<file path="src/rtl/dmms_pkg.sv">
// Constants and types shared by the dual multiply-subtract datapath.
package dmms_pkg;

  // ==========================================================================
  // Widths
  localparam int DATA_W  = 16;
  localparam int EXT_W   = 17;
  localparam int PROD_W  = 34;
  localparam int ACC_W   = 40;
  localparam int ADDR_W  = 23;
  localparam int REG_AW  = 8;
  localparam int REG_DW  = 16;
  localparam int LANES   = 2;
  localparam int SIGN32  = 31;

  // ==========================================================================
  // Register map and reset values
  localparam logic [REG_AW-1:0] CTRL_OFS   = 8'h00;
  localparam logic [REG_AW-1:0] STATUS_OFS = 8'h01;
  localparam logic [5:0]        CTRL_RESET = 6'h20;
  localparam int                ST_OVF_X   = 0;
  localparam int                ST_OVF_Y   = 1;

  // ==========================================================================
  // Address generation constants
  localparam logic [ADDR_W-1:0] DATA_STEP = 23'h000001;
  localparam logic [ADDR_W-1:0] HILO_STEP = 23'h000002;
  localparam logic [ADDR_W-1:0] PAIR_STEP = 23'h000001;
  localparam logic [ADDR_W-1:0] MMR_TOP   = 23'h000060;

  // ==========================================================================
  // Arithmetic constants; ROUND_HALF, ROUND_MASK and MULT_SAT at the 41-bit working width
  localparam logic [ACC_W:0]   ROUND_HALF = 41'h00000008000;
  localparam logic [ACC_W:0]   ROUND_MASK = 41'h1ffffff0000;
  localparam logic [15:0]      HALF_LSB   = 16'h8000;
  localparam logic [ACC_W-1:0] SAT40_POS  = 40'h7fffffffff;
  localparam logic [ACC_W-1:0] SAT40_NEG  = 40'h8000000000;
  localparam logic [ACC_W-1:0] SAT32_POS  = 40'h007fffffff;
  localparam logic [ACC_W-1:0] SAT32_NEG  = 40'hff80000000;
  localparam logic [ACC_W:0]   MULT_SAT   = 41'h0007fffffff;
  localparam logic [EXT_W-1:0] MIN_OPND   = 17'h18000;

  // ==========================================================================
  // Types
  typedef enum logic [1:0] {
    FORM_SINGLE,
    FORM_LONG,
    FORM_DUAL
  } dmms_form_t;

  // Control register layout, most significant field first.
  typedef struct packed {
    logic sign_extension_mode;
    logic wide_overflow_mode;
    logic datapath_saturation;
    logic rounding_method_select;
    logic saturate_on_multiply;
    logic fractional_mode;
  } dmms_mode_t;

  typedef struct packed {
    dmms_form_t        form;
    logic              rnd;
    logic              q40;
    logic              uns_data_hi;
    logic              uns_coef_hi;
    logic              uns_data_lo;
    logic              uns_coef_lo;
    logic              coef_inc;
    logic              x_dec;
    logic              y_dec;
    logic [ADDR_W-1:0] x_ptr;
    logic [ADDR_W-1:0] y_ptr;
    logic [ADDR_W-1:0] coef_ptr;
  } dmms_instr_t;

endpackage

</file>
<file path="src/rtl/dmms_datapath.sv">
// Dual multiply with parallel multiply-subtract datapath, top level.
// Function
// - Both operations complete in one issue slot.
// - Shared data word feeds both multipliers, sign-extended.
// - High coefficient on b2 bus, second multiplier.
// - Low coefficient at paired address, b bus.
// - Long word halves on c and d buses.
// - Unsigned qualifier zero-extends the operand.
// - Fractional mode shifts products left once.
// - Multiply saturation follows saturate_on_multiply.
// - Second product sign-extended to 40 bits.
// - First product subtracted from accumulator x.
// - Rounding qualifier rounds per rounding_method_select.
// - Overflow width per wide mode, flags set.
// - Overflowed destination saturates when enabled.
// - Wide qualifier forces wide mode for one instruction.
// - Coefficient step two, plain data step one.
// - Dual form: Y high, X low lane.
// - Signed dual data operands extend per sign_extension_mode.
// - Dual form unpaired; Y never addresses registers.
//
// Local design decisions: the plain strobed port and the address map.
`timescale 1ns/1ps
module dmms_datapath
  import dmms_pkg::*;
(
  input  wire logic              clk_i,
  input  wire logic              reset_i,
  input  wire logic [REG_AW-1:0] reg_addr_i,
  input  wire logic [REG_DW-1:0] reg_wdata_i,
  input  wire logic              reg_write_i,
  input  wire logic              reg_read_i,
  output logic      [REG_DW-1:0] reg_rdata_o,
  input  wire logic              issue_i,
  input  wire dmms_instr_t       instr_i,
  input  wire logic              parallel_slot_i,
  output logic                   refused_o,
  output logic                   mem_read_o,
  output logic      [ADDR_W-1:0] x_addr_o,
  output logic      [ADDR_W-1:0] x_pair_addr_o,
  output logic      [ADDR_W-1:0] y_addr_o,
  output logic      [ADDR_W-1:0] coef_addr_o,
  output logic      [ADDR_W-1:0] coef_pair_addr_o,
  output logic                   ptr_update_o,
  output logic      [ADDR_W-1:0] x_ptr_o,
  output logic      [ADDR_W-1:0] y_ptr_o,
  output logic      [ADDR_W-1:0] coef_ptr_o,
  input  wire logic [DATA_W-1:0] c_data_bus_i,
  input  wire logic [DATA_W-1:0] d_data_bus_i,
  input  wire logic [DATA_W-1:0] b_data_bus_i,
  input  wire logic [DATA_W-1:0] b2_data_bus_i,
  input  wire logic [ACC_W-1:0]  accumulator_x_i,
  output logic                   result_valid_o,
  output logic      [ACC_W-1:0]  accumulator_x_o,
  output logic      [ACC_W-1:0]  accumulator_y_o,
  output logic                   overflow_flag_x_o,
  output logic                   overflow_flag_y_o
);

  // ==========================================================================
  // Declarations
  logic [5:0]        ctrl_reg;
  logic [5:0]        ctrl_next;
  logic [REG_DW-1:0] rdata_next;
  logic              ovf_x_next;
  logic              ovf_y_next;
  logic              clr_x;
  logic              clr_y;
  logic              refuse;
  logic              issue_ok;
  dmms_instr_t       instr_reg;
  dmms_instr_t       instr_next;
  logic              mem_read_next;
  logic              refused_next;
  logic [ADDR_W-1:0] x_addr_next;
  logic [ADDR_W-1:0] x_pair_next;
  logic [ADDR_W-1:0] y_addr_next;
  logic [ADDR_W-1:0] coef_addr_next;
  logic [ADDR_W-1:0] coef_pair_next;
  logic [ADDR_W-1:0] x_ptr_next;
  logic [ADDR_W-1:0] y_ptr_next;
  logic [ADDR_W-1:0] coef_ptr_next;
  dmms_mode_t        mode_eff;
  logic [DATA_W-1:0] lane_data [LANES];
  logic [DATA_W-1:0] lane_coef [LANES];
  logic              lane_duns [LANES];
  logic              lane_cuns [LANES];
  logic [ACC_W-1:0]  lane_acc  [LANES];
  logic [ACC_W-1:0]  lane_res  [LANES];
  logic              lane_ovf  [LANES];
  logic              data_sx;
  logic [ACC_W-1:0]  acc_x_next;
  logic [ACC_W-1:0]  acc_y_next;

  // Paired address of a long-word half: even goes up, odd goes down.
  function automatic logic [ADDR_W-1:0] pair_addr(
    input logic [ADDR_W-1:0] a
  );
    pair_addr = a[0] ? a - PAIR_STEP : a + PAIR_STEP;
  endfunction

  // ==========================================================================
  // Register port: control register and sticky overflow flags.
  always_comb begin
    ctrl_next  = ctrl_reg;
    rdata_next = '0;
    clr_x      = 1'b0;
    clr_y      = 1'b0;
    if (reg_write_i) begin
      if (reg_addr_i == CTRL_OFS) begin
        ctrl_next = reg_wdata_i[5:0];
      end else if (reg_addr_i == STATUS_OFS) begin
        clr_x = reg_wdata_i[ST_OVF_X];
        clr_y = reg_wdata_i[ST_OVF_Y];
      end
    end
    if (reg_read_i) begin
      if (reg_addr_i == CTRL_OFS) begin
        rdata_next = REG_DW'(ctrl_reg);
      end else if (reg_addr_i == STATUS_OFS) begin
        rdata_next = REG_DW'({overflow_flag_y_o, overflow_flag_x_o});
      end
    end
    // A new overflow wins over a clear in the same cycle.
    ovf_x_next = (overflow_flag_x_o && !clr_x) ||
                 (mem_read_o && lane_ovf[0]);
    ovf_y_next = (overflow_flag_y_o && !clr_y) ||
                 (mem_read_o && lane_ovf[1]);
  end

  always_ff @(posedge clk_i) begin
    if (reset_i) begin
      ctrl_reg          <= CTRL_RESET;
      reg_rdata_o       <= '0;
      overflow_flag_x_o <= 1'b0;
      overflow_flag_y_o <= 1'b0;
    end else begin
      ctrl_reg          <= ctrl_next;
      reg_rdata_o       <= rdata_next;
      overflow_flag_x_o <= ovf_x_next;
      overflow_flag_y_o <= ovf_y_next;
    end
  end

  // ==========================================================================
  // Issue stage: address generation and pointer updates.
  always_comb begin
    // The dual form fills both slots and its Y side must miss registers.
    refuse = instr_i.form == FORM_DUAL &&
             (parallel_slot_i || instr_i.y_ptr < MMR_TOP);
    issue_ok       = issue_i && !refuse;
    refused_next   = issue_i && refuse;
    mem_read_next  = issue_ok;
    instr_next     = issue_ok ? instr_i : instr_reg;
    x_addr_next    = instr_i.x_ptr;
    x_pair_next    = pair_addr(instr_i.x_ptr);
    y_addr_next    = instr_i.y_ptr;
    coef_addr_next = instr_i.coef_ptr;
    coef_pair_next = pair_addr(instr_i.coef_ptr);
    coef_ptr_next  = instr_i.coef_ptr;
    x_ptr_next     = instr_i.x_ptr;
    y_ptr_next     = instr_i.y_ptr;
    if (instr_i.coef_inc) begin
      coef_ptr_next = instr_i.coef_ptr + HILO_STEP;
    end
    if (instr_i.x_dec) begin
      x_ptr_next = instr_i.x_ptr -
        (instr_i.form == FORM_LONG ? HILO_STEP : DATA_STEP);
    end
    if (instr_i.y_dec) begin
      y_ptr_next = instr_i.y_ptr - DATA_STEP;
    end
  end

  always_ff @(posedge clk_i) begin
    if (reset_i) begin
      instr_reg        <= '0;
      mem_read_o       <= 1'b0;
      refused_o        <= 1'b0;
      ptr_update_o     <= 1'b0;
      x_addr_o         <= '0;
      x_pair_addr_o    <= '0;
      y_addr_o         <= '0;
      coef_addr_o      <= '0;
      coef_pair_addr_o <= '0;
      x_ptr_o          <= '0;
      y_ptr_o          <= '0;
      coef_ptr_o       <= '0;
    end else begin
      instr_reg        <= instr_next;
      mem_read_o       <= mem_read_next;
      refused_o        <= refused_next;
      ptr_update_o     <= mem_read_next;
      x_addr_o         <= x_addr_next;
      x_pair_addr_o    <= x_pair_next;
      y_addr_o         <= y_addr_next;
      coef_addr_o      <= coef_addr_next;
      coef_pair_addr_o <= coef_pair_next;
      x_ptr_o          <= x_ptr_next;
      y_ptr_o          <= y_ptr_next;
      coef_ptr_o       <= coef_ptr_next;
    end
  end

  // ==========================================================================
  // Operand routing: lane 1 is the second multiplier, lane 0 the first.
  always_comb begin
    mode_eff = dmms_mode_t'(ctrl_reg);
    mode_eff.wide_overflow_mode = ctrl_reg[4] || instr_reg.q40;
    data_sx  = instr_reg.form == FORM_DUAL ?
               mode_eff.sign_extension_mode : 1'b1;
    lane_data[1] = d_data_bus_i;
    if (instr_reg.form != FORM_SINGLE) begin
      lane_data[1] = c_data_bus_i;
    end
    lane_data[0] = d_data_bus_i;
    lane_coef[1] = b2_data_bus_i;
    lane_coef[0] = b_data_bus_i;
    lane_duns[1] = instr_reg.uns_data_hi;
    lane_duns[0] = instr_reg.uns_data_lo;
    lane_cuns[1] = instr_reg.uns_coef_hi;
    lane_cuns[0] = instr_reg.uns_coef_lo;
    lane_acc[1]  = '0;
    lane_acc[0]  = accumulator_x_i;
  end

  // Both lanes evaluate in the same cycle.
  for (genvar g = 0; g < LANES; g++) begin : g_lane
    dmms_mac_lane u_lane (
      .data_i     (lane_data[g]),
      .coef_i     (lane_coef[g]),
      .data_uns_i (lane_duns[g]),
      .data_sx_i  (data_sx),
      .coef_uns_i (lane_cuns[g]),
      .mode_i     (mode_eff),
      .rnd_i      (instr_reg.rnd),
      .sub_i      (g == 0),
      .acc_i      (lane_acc[g]),
      .result_o   (lane_res[g]),
      .ovf_o      (lane_ovf[g])
    );
  end

  // ==========================================================================
  // Result stage: both accumulators written together.
  always_comb begin
    acc_x_next = accumulator_x_o;
    acc_y_next = accumulator_y_o;
    if (mem_read_o) begin
      acc_x_next = lane_res[0];
      acc_y_next = lane_res[1];
    end
  end

  always_ff @(posedge clk_i) begin
    if (reset_i) begin
      result_valid_o  <= 1'b0;
      accumulator_x_o <= '0;
      accumulator_y_o <= '0;
    end else begin
      result_valid_o  <= mem_read_o;
      accumulator_x_o <= acc_x_next;
      accumulator_y_o <= acc_y_next;
    end
  end
endmodule

</file>
<file path="src/rtl/dmms_mac_lane.sv">
// One multiplier lane: extend, multiply, scale, accumulate, round, saturate.
`timescale 1ns/1ps
module dmms_mac_lane
  import dmms_pkg::*;
(
  input  wire logic [DATA_W-1:0] data_i,
  input  wire logic [DATA_W-1:0] coef_i,
  input  wire logic              data_uns_i,
  input  wire logic              data_sx_i,
  input  wire logic              coef_uns_i,
  input  wire dmms_mode_t        mode_i,
  input  wire logic              rnd_i,
  input  wire logic              sub_i,
  input  wire logic [ACC_W-1:0]  acc_i,
  output logic      [ACC_W-1:0]  result_o,
  output logic                   ovf_o
);

  logic signed [EXT_W-1:0]  a_ext;
  logic signed [EXT_W-1:0]  b_ext;
  logic signed [PROD_W-1:0] prod;
  logic signed [ACC_W:0]    prod_ext;
  logic signed [ACC_W:0]    acc_ext;
  logic        [ACC_W:0]    sum;
  logic        [ACC_W:0]    rounded;
  logic                     bump;

  // ==========================================================================
  // Datapath of the lane, evaluated in a single cycle.
  always_comb begin
    // Zero extension wins over sign extension when the operand is unsigned.
    if (data_uns_i || !data_sx_i) begin
      a_ext = {1'b0, data_i};
    end else begin
      a_ext = {data_i[DATA_W-1], data_i};
    end
    if (coef_uns_i) begin
      b_ext = {1'b0, coef_i};
    end else begin
      b_ext = {coef_i[DATA_W-1], coef_i};
    end
    prod     = a_ext * b_ext;
    prod_ext = (ACC_W+1)'(prod);
    if (mode_i.fractional_mode) begin
      prod_ext = prod_ext <<< 1;
    end
    // Two most negative operands in fractional mode would give +1.0.
    if (mode_i.saturate_on_multiply && mode_i.fractional_mode &&
        a_ext == MIN_OPND && b_ext == MIN_OPND) begin
      prod_ext = MULT_SAT;
    end
    acc_ext = (ACC_W+1)'($signed(acc_i));
    if (sub_i) begin
      sum = acc_ext - prod_ext;
    end else begin
      sum = acc_ext + prod_ext;
    end
    // Unbiased rounding leaves an exact half alone when bit 16 is clear.
    bump = 1'b1;
    if (mode_i.rounding_method_select) begin
      bump = (sum[15:0] > HALF_LSB) ||
             (sum[15:0] == HALF_LSB && sum[DATA_W]);
    end
    rounded = sum;
    if (rnd_i) begin
      rounded = (bump ? sum + ROUND_HALF : sum) & ROUND_MASK;
    end
    if (mode_i.wide_overflow_mode) begin
      ovf_o = rounded[ACC_W] != rounded[ACC_W-1];
    end else begin
      ovf_o = rounded[ACC_W:SIGN32] != {(ACC_W-SIGN32+1){rounded[ACC_W]}};
    end
    result_o = rounded[ACC_W-1:0];
    if (ovf_o && mode_i.datapath_saturation) begin
      if (mode_i.wide_overflow_mode) begin
        result_o = rounded[ACC_W] ? SAT40_NEG : SAT40_POS;
      end else begin
        result_o = rounded[ACC_W] ? SAT32_NEG : SAT32_POS;
      end
    end
  end

endmodule

</file>
<file path="config.mk">
export PLATFORM = sky130hd
export DESIGN_NAME = dmms_datapath
export DESIGN_NICKNAME = d
export VERILOG_FILES = /design/src/rtl/dmms_pkg.sv /design/src/rtl/dmms_datapath.sv /design/src/rtl/dmms_mac_lane.sv
export SDC_FILE = /design/constraint.sdc
export NUM_CORES = 2
export LEC_CHECK = 0
export BUFFER_PORTS_ARGS = -buffer_cell sky130_fd_sc_hd__buf_2
export CELL_PAD_IN_SITES_DETAIL_PLACEMENT = 0
export CELL_PAD_IN_SITES_GLOBAL_PLACEMENT = 2
export CORE_UTILIZATION = 37
export DETAILED_ROUTE_END_ITERATION = 8
export HOLD_SLACK_MARGIN = 0.12
export PLACE_DENSITY = 0.8
export SKIP_CTS_REPAIR_TIMING = 1
export SLEW_MARGIN = 30
export SYNTH_ARGS = -nofsm -noshare
export SYNTH_HDL_FRONTEND = slang
export SYNTH_SLANG_ARGS = --single-unit
</file>
<file path="constraint.sdc">
create_clock -name clk_i -period 12 [get_ports clk_i]
set_input_delay 0.6 -clock clk_i [delete_from_list [all_inputs] [get_ports clk_i]]
set_output_delay 0.6 -clock clk_i [all_outputs]
set_load 0.01 [all_outputs]
</file>
==> metrics.md <==
| Metric | Value |
|---|---|
| Placed cells | `6341` |
| Rel. slew slack | `0.300` |
| DRC | `122` |
| Vias/cell | `5.09` |
| Post-Syn Area | `0.0395 mm^2` |
| WL final | `127000 um` |
| Clock-pin slew on the worst setup and hold paths | `0.07 ns` |
| Setup crit end kind | `flop` |
| Dpl hpwl | `107000 um` |
| TritonCTS clock tree | `built` |
| Crit-path max FO | `10` |
| FMAX | `0.0905 GHz` |
| Worst Hold End | `instr_reg[77]` |
| Initial antenna violation count | `2` |
| Die ar. | `0.108 mm^2` |
| Post-synth EDFFs | `0` |
| Worst EP required | `12.44 ns` |
| Post-synthesis cell type count | `102` |
| Global-route wire length before repair | `about 200000 um` |
| CTS Buffer Depth | `3` |
| Critical Path AT | `11.49 ns` |
| Final clock skew | `0.0242 ns` |
| Final WS setup | `0.956 ns` |
| # nets final | `6042` |
| Status | `complete, but fails checks` |
| Final Hold Fails | `0` |
| Core area | `between 0.1 and 0.15 mm^2` |
| H-tree lvl count | `1` |
| Clock Tree Root | `clkbuf_16` |
| Pre-CTS setup slack | `0.290 ns` |
| Die X | `329 um` |
| Port bufs | `around 480` |
| Largest net degree at the start of global routing | `roughly 180` |
| Via count | `32500` |
| Finished Layout Cells | `6395` |
| Ranking of synthesized cells by area | `fa_1, dfxtp_1, ha_1, inv_1, nand2_1` |
| Final setup violation count | `0` |
| Final period utilization | `0.920` |
| Worst path most repeated cell | `fa_1` |
| Final Util | `0.421` |
| Crit-path slowest cell | `fa_1` |
| CP Class | `reg2reg` |
| Maxcap violations | `0` |
| Sequential area share after synthesis | `0.146` |
| Worst Hold Depth | `3` |
| Ratio of cells with drive above 1 in the final layout | `0.143` |
| Area delta synth->final | `12.4%` |
| Post-route ant nets | `0` |
| R2R Path Start | `ctrl_reg[5]` |
| Number of global-route vias before repair | `32300` |
| YS warnings | `0` |
| Reg2reg path depth | `42` |
| Failing checks | `DRC` |
| Most frequent cells in the layout | `inv_1, fa_1, nand2_1` |
| GP Congestion | `0.856` |
| Detailed Route Iter0 Violations | `1993` |
| Total clock buffers created by CTS | `28` |
| Total congestion overflow | `0` |
| Biggest area consumer among synthesized cells | `fa_1` |
| Max-slew violation count | `0` |
| GRT Total Usage | `0.231` |
| Tmin final | `11.04 ns` |
| Unrepaired setup endpoints after global routing | `false` |
| Most common cell after layout, fill and taps aside | `inv_1` |
| Avg Inst Size Synth | `8.57 um^2` |
| Worst R2R End | `accumulator_x_o[20]` |
| Hold WC Path Type | `in2reg` |
| DRT Pass-1 Iters | `8` |
| Area share of the largest cell type after synthesis | `0.297` |
| CP peak stage delay | `0.58 ns` |
| Top Registers | `accumulator_x_o x40, accumulator_y_o x40` |
| Post-synthesis cell count | `roughly 4600` |
| FF+latch count, synth | `288` |
| WL per Instance | `19.8 um` |
| Worst-Margin Slew | `1.04 ns` |
| Worst-Skew Late Latency | `0.60 ns` |
| R2r setup slk | `0.96 ns` |
| Die Ht | `approximately 330 um` |
| Setup tns final | `0 ns` |
| Top Ports | `500` |
| Clk sinks | `288` |
| FP Rows | `119` |
| Hold_sp | `instr_i[77]` |
| Asr flop ratio synth | `0` |
| Starting Density | `0.374` |
| Setup crit start kind | `flop` |
| Most used DFF post-synth | `dfxtp_1` |
stage by stage:
| stage | hold slack, ns | instance area [um^2] |
|---|---|---|
| CTS | 0.209 | 44400 |
| detailed placement | 0.436 | 43300 |
| finish | 0.255 | 44400 |
| global route | 0.241 | 44400 |
| floorplan | 0.454 | 39600 |
| global placement | 0.433 | 43300 |
critical path, delay by kind of cell, from the launching register on:
family | cells | cell delay (ns)
flip-flops | 1 | 0.47
multiplexers | 1 | 0.23
AND/OR/NAND/NOR | 9 | 1.83
adder cells (fa/ha/maj) | 8 | 3.73
buffers and inverters | 6 | 0.83
AO/OA/AOI/OAI | 18 | 3.80
layout make-up:
class,count,area (um^2)
clock buffers,29,704
repair buffers,544,2920
diodes,1,2.50
clock inverters,23,367
flip-flops and latches,288,5770
inverters,703,2640
fillers,10800,61200
well taps,1391,1740
multi-input cells,3416,30300
cell families after synthesis:
kind of cell / after synthesis / share of synthesized area
AND/OR/NAND/NOR: 1614 / 0.204
AO/OA/AOI/OAI: 697 / 0.123
other: 1 / 0.0000949
XOR/XNOR: 187 / 0.0414
adder cells (fa/ha/maj): 853 / 0.381
buffers and inverters: 919 / 0.0902
multiplexers: 55 / 0.0146
flip-flops: 288 / 0.146
routing by layer:
| layer | track usage | part of all wire | vias to the layer above |
|---|---|---|---|
| met1 | 0.340 | 0.49 | 16000 |
| met4 | 0.0349 | 0.014 | 0 |
| met5 | 0 | 0 | - |
| met3 | 0.0290 | 0.058 | 79 |
| met2 | 0.367 | 0.44 | 779 |
| li1 | - | - | 15600 |
cells in the mapped netlist (13+ instances only):
cell type / count
a31oi_1: 20
mux2i_1: 35
dfxtp_1: 288
buf_4: 17
ha_1: 260
or2_2: 37
a211oi_2: 14
nand2_1: 496
mux2_2: 20
inv_1: 702
fa_1: 587
or4_1: 15
a21o_1: 48
o21ai_0: 107
nand4_1: 27
clkbuf_1: 177
o31ai_1: 14
nor2_1: 301
o22ai_1: 13
o21a_1: 34
o211ai_1: 23
a21oi_1: 163
nand3_1: 76
or3_1: 48
nand2b_1: 32
nor3_1: 81
xnor2_1: 124
and3_1: 38
o21bai_1: 26
nor4_1: 38
a211oi_1: 80
nor2b_1: 100
and2_1: 272
a22oi_1: 13
xor2_1: 63
worst max-delay path by stage:
stage	cells past startpoint	endpoint	slack, ns	from
2_1_floorplan	42	accumulator_x_o[10]	1.59	instr_reg[78]
5_1_grt	42	accumulator_x_o[26]	0.03	ctrl_reg[5]
6_report	42	accumulator_x_o[20]	0.96	ctrl_reg[5]
3_5_place_dp	42	accumulator_x_o[1]	0.29	b_data_bus_i[4]
3_3_place_gp	42	accumulator_x_o[2]	0.29	b_data_bus_i[4]
4_1_cts	42	accumulator_x_o[1]	0.40	ctrl_reg[5]
Power is left out: the tool's default activity adds up to more than one toggle a clock period on the data nets, which glitch-free logic cannot reach.
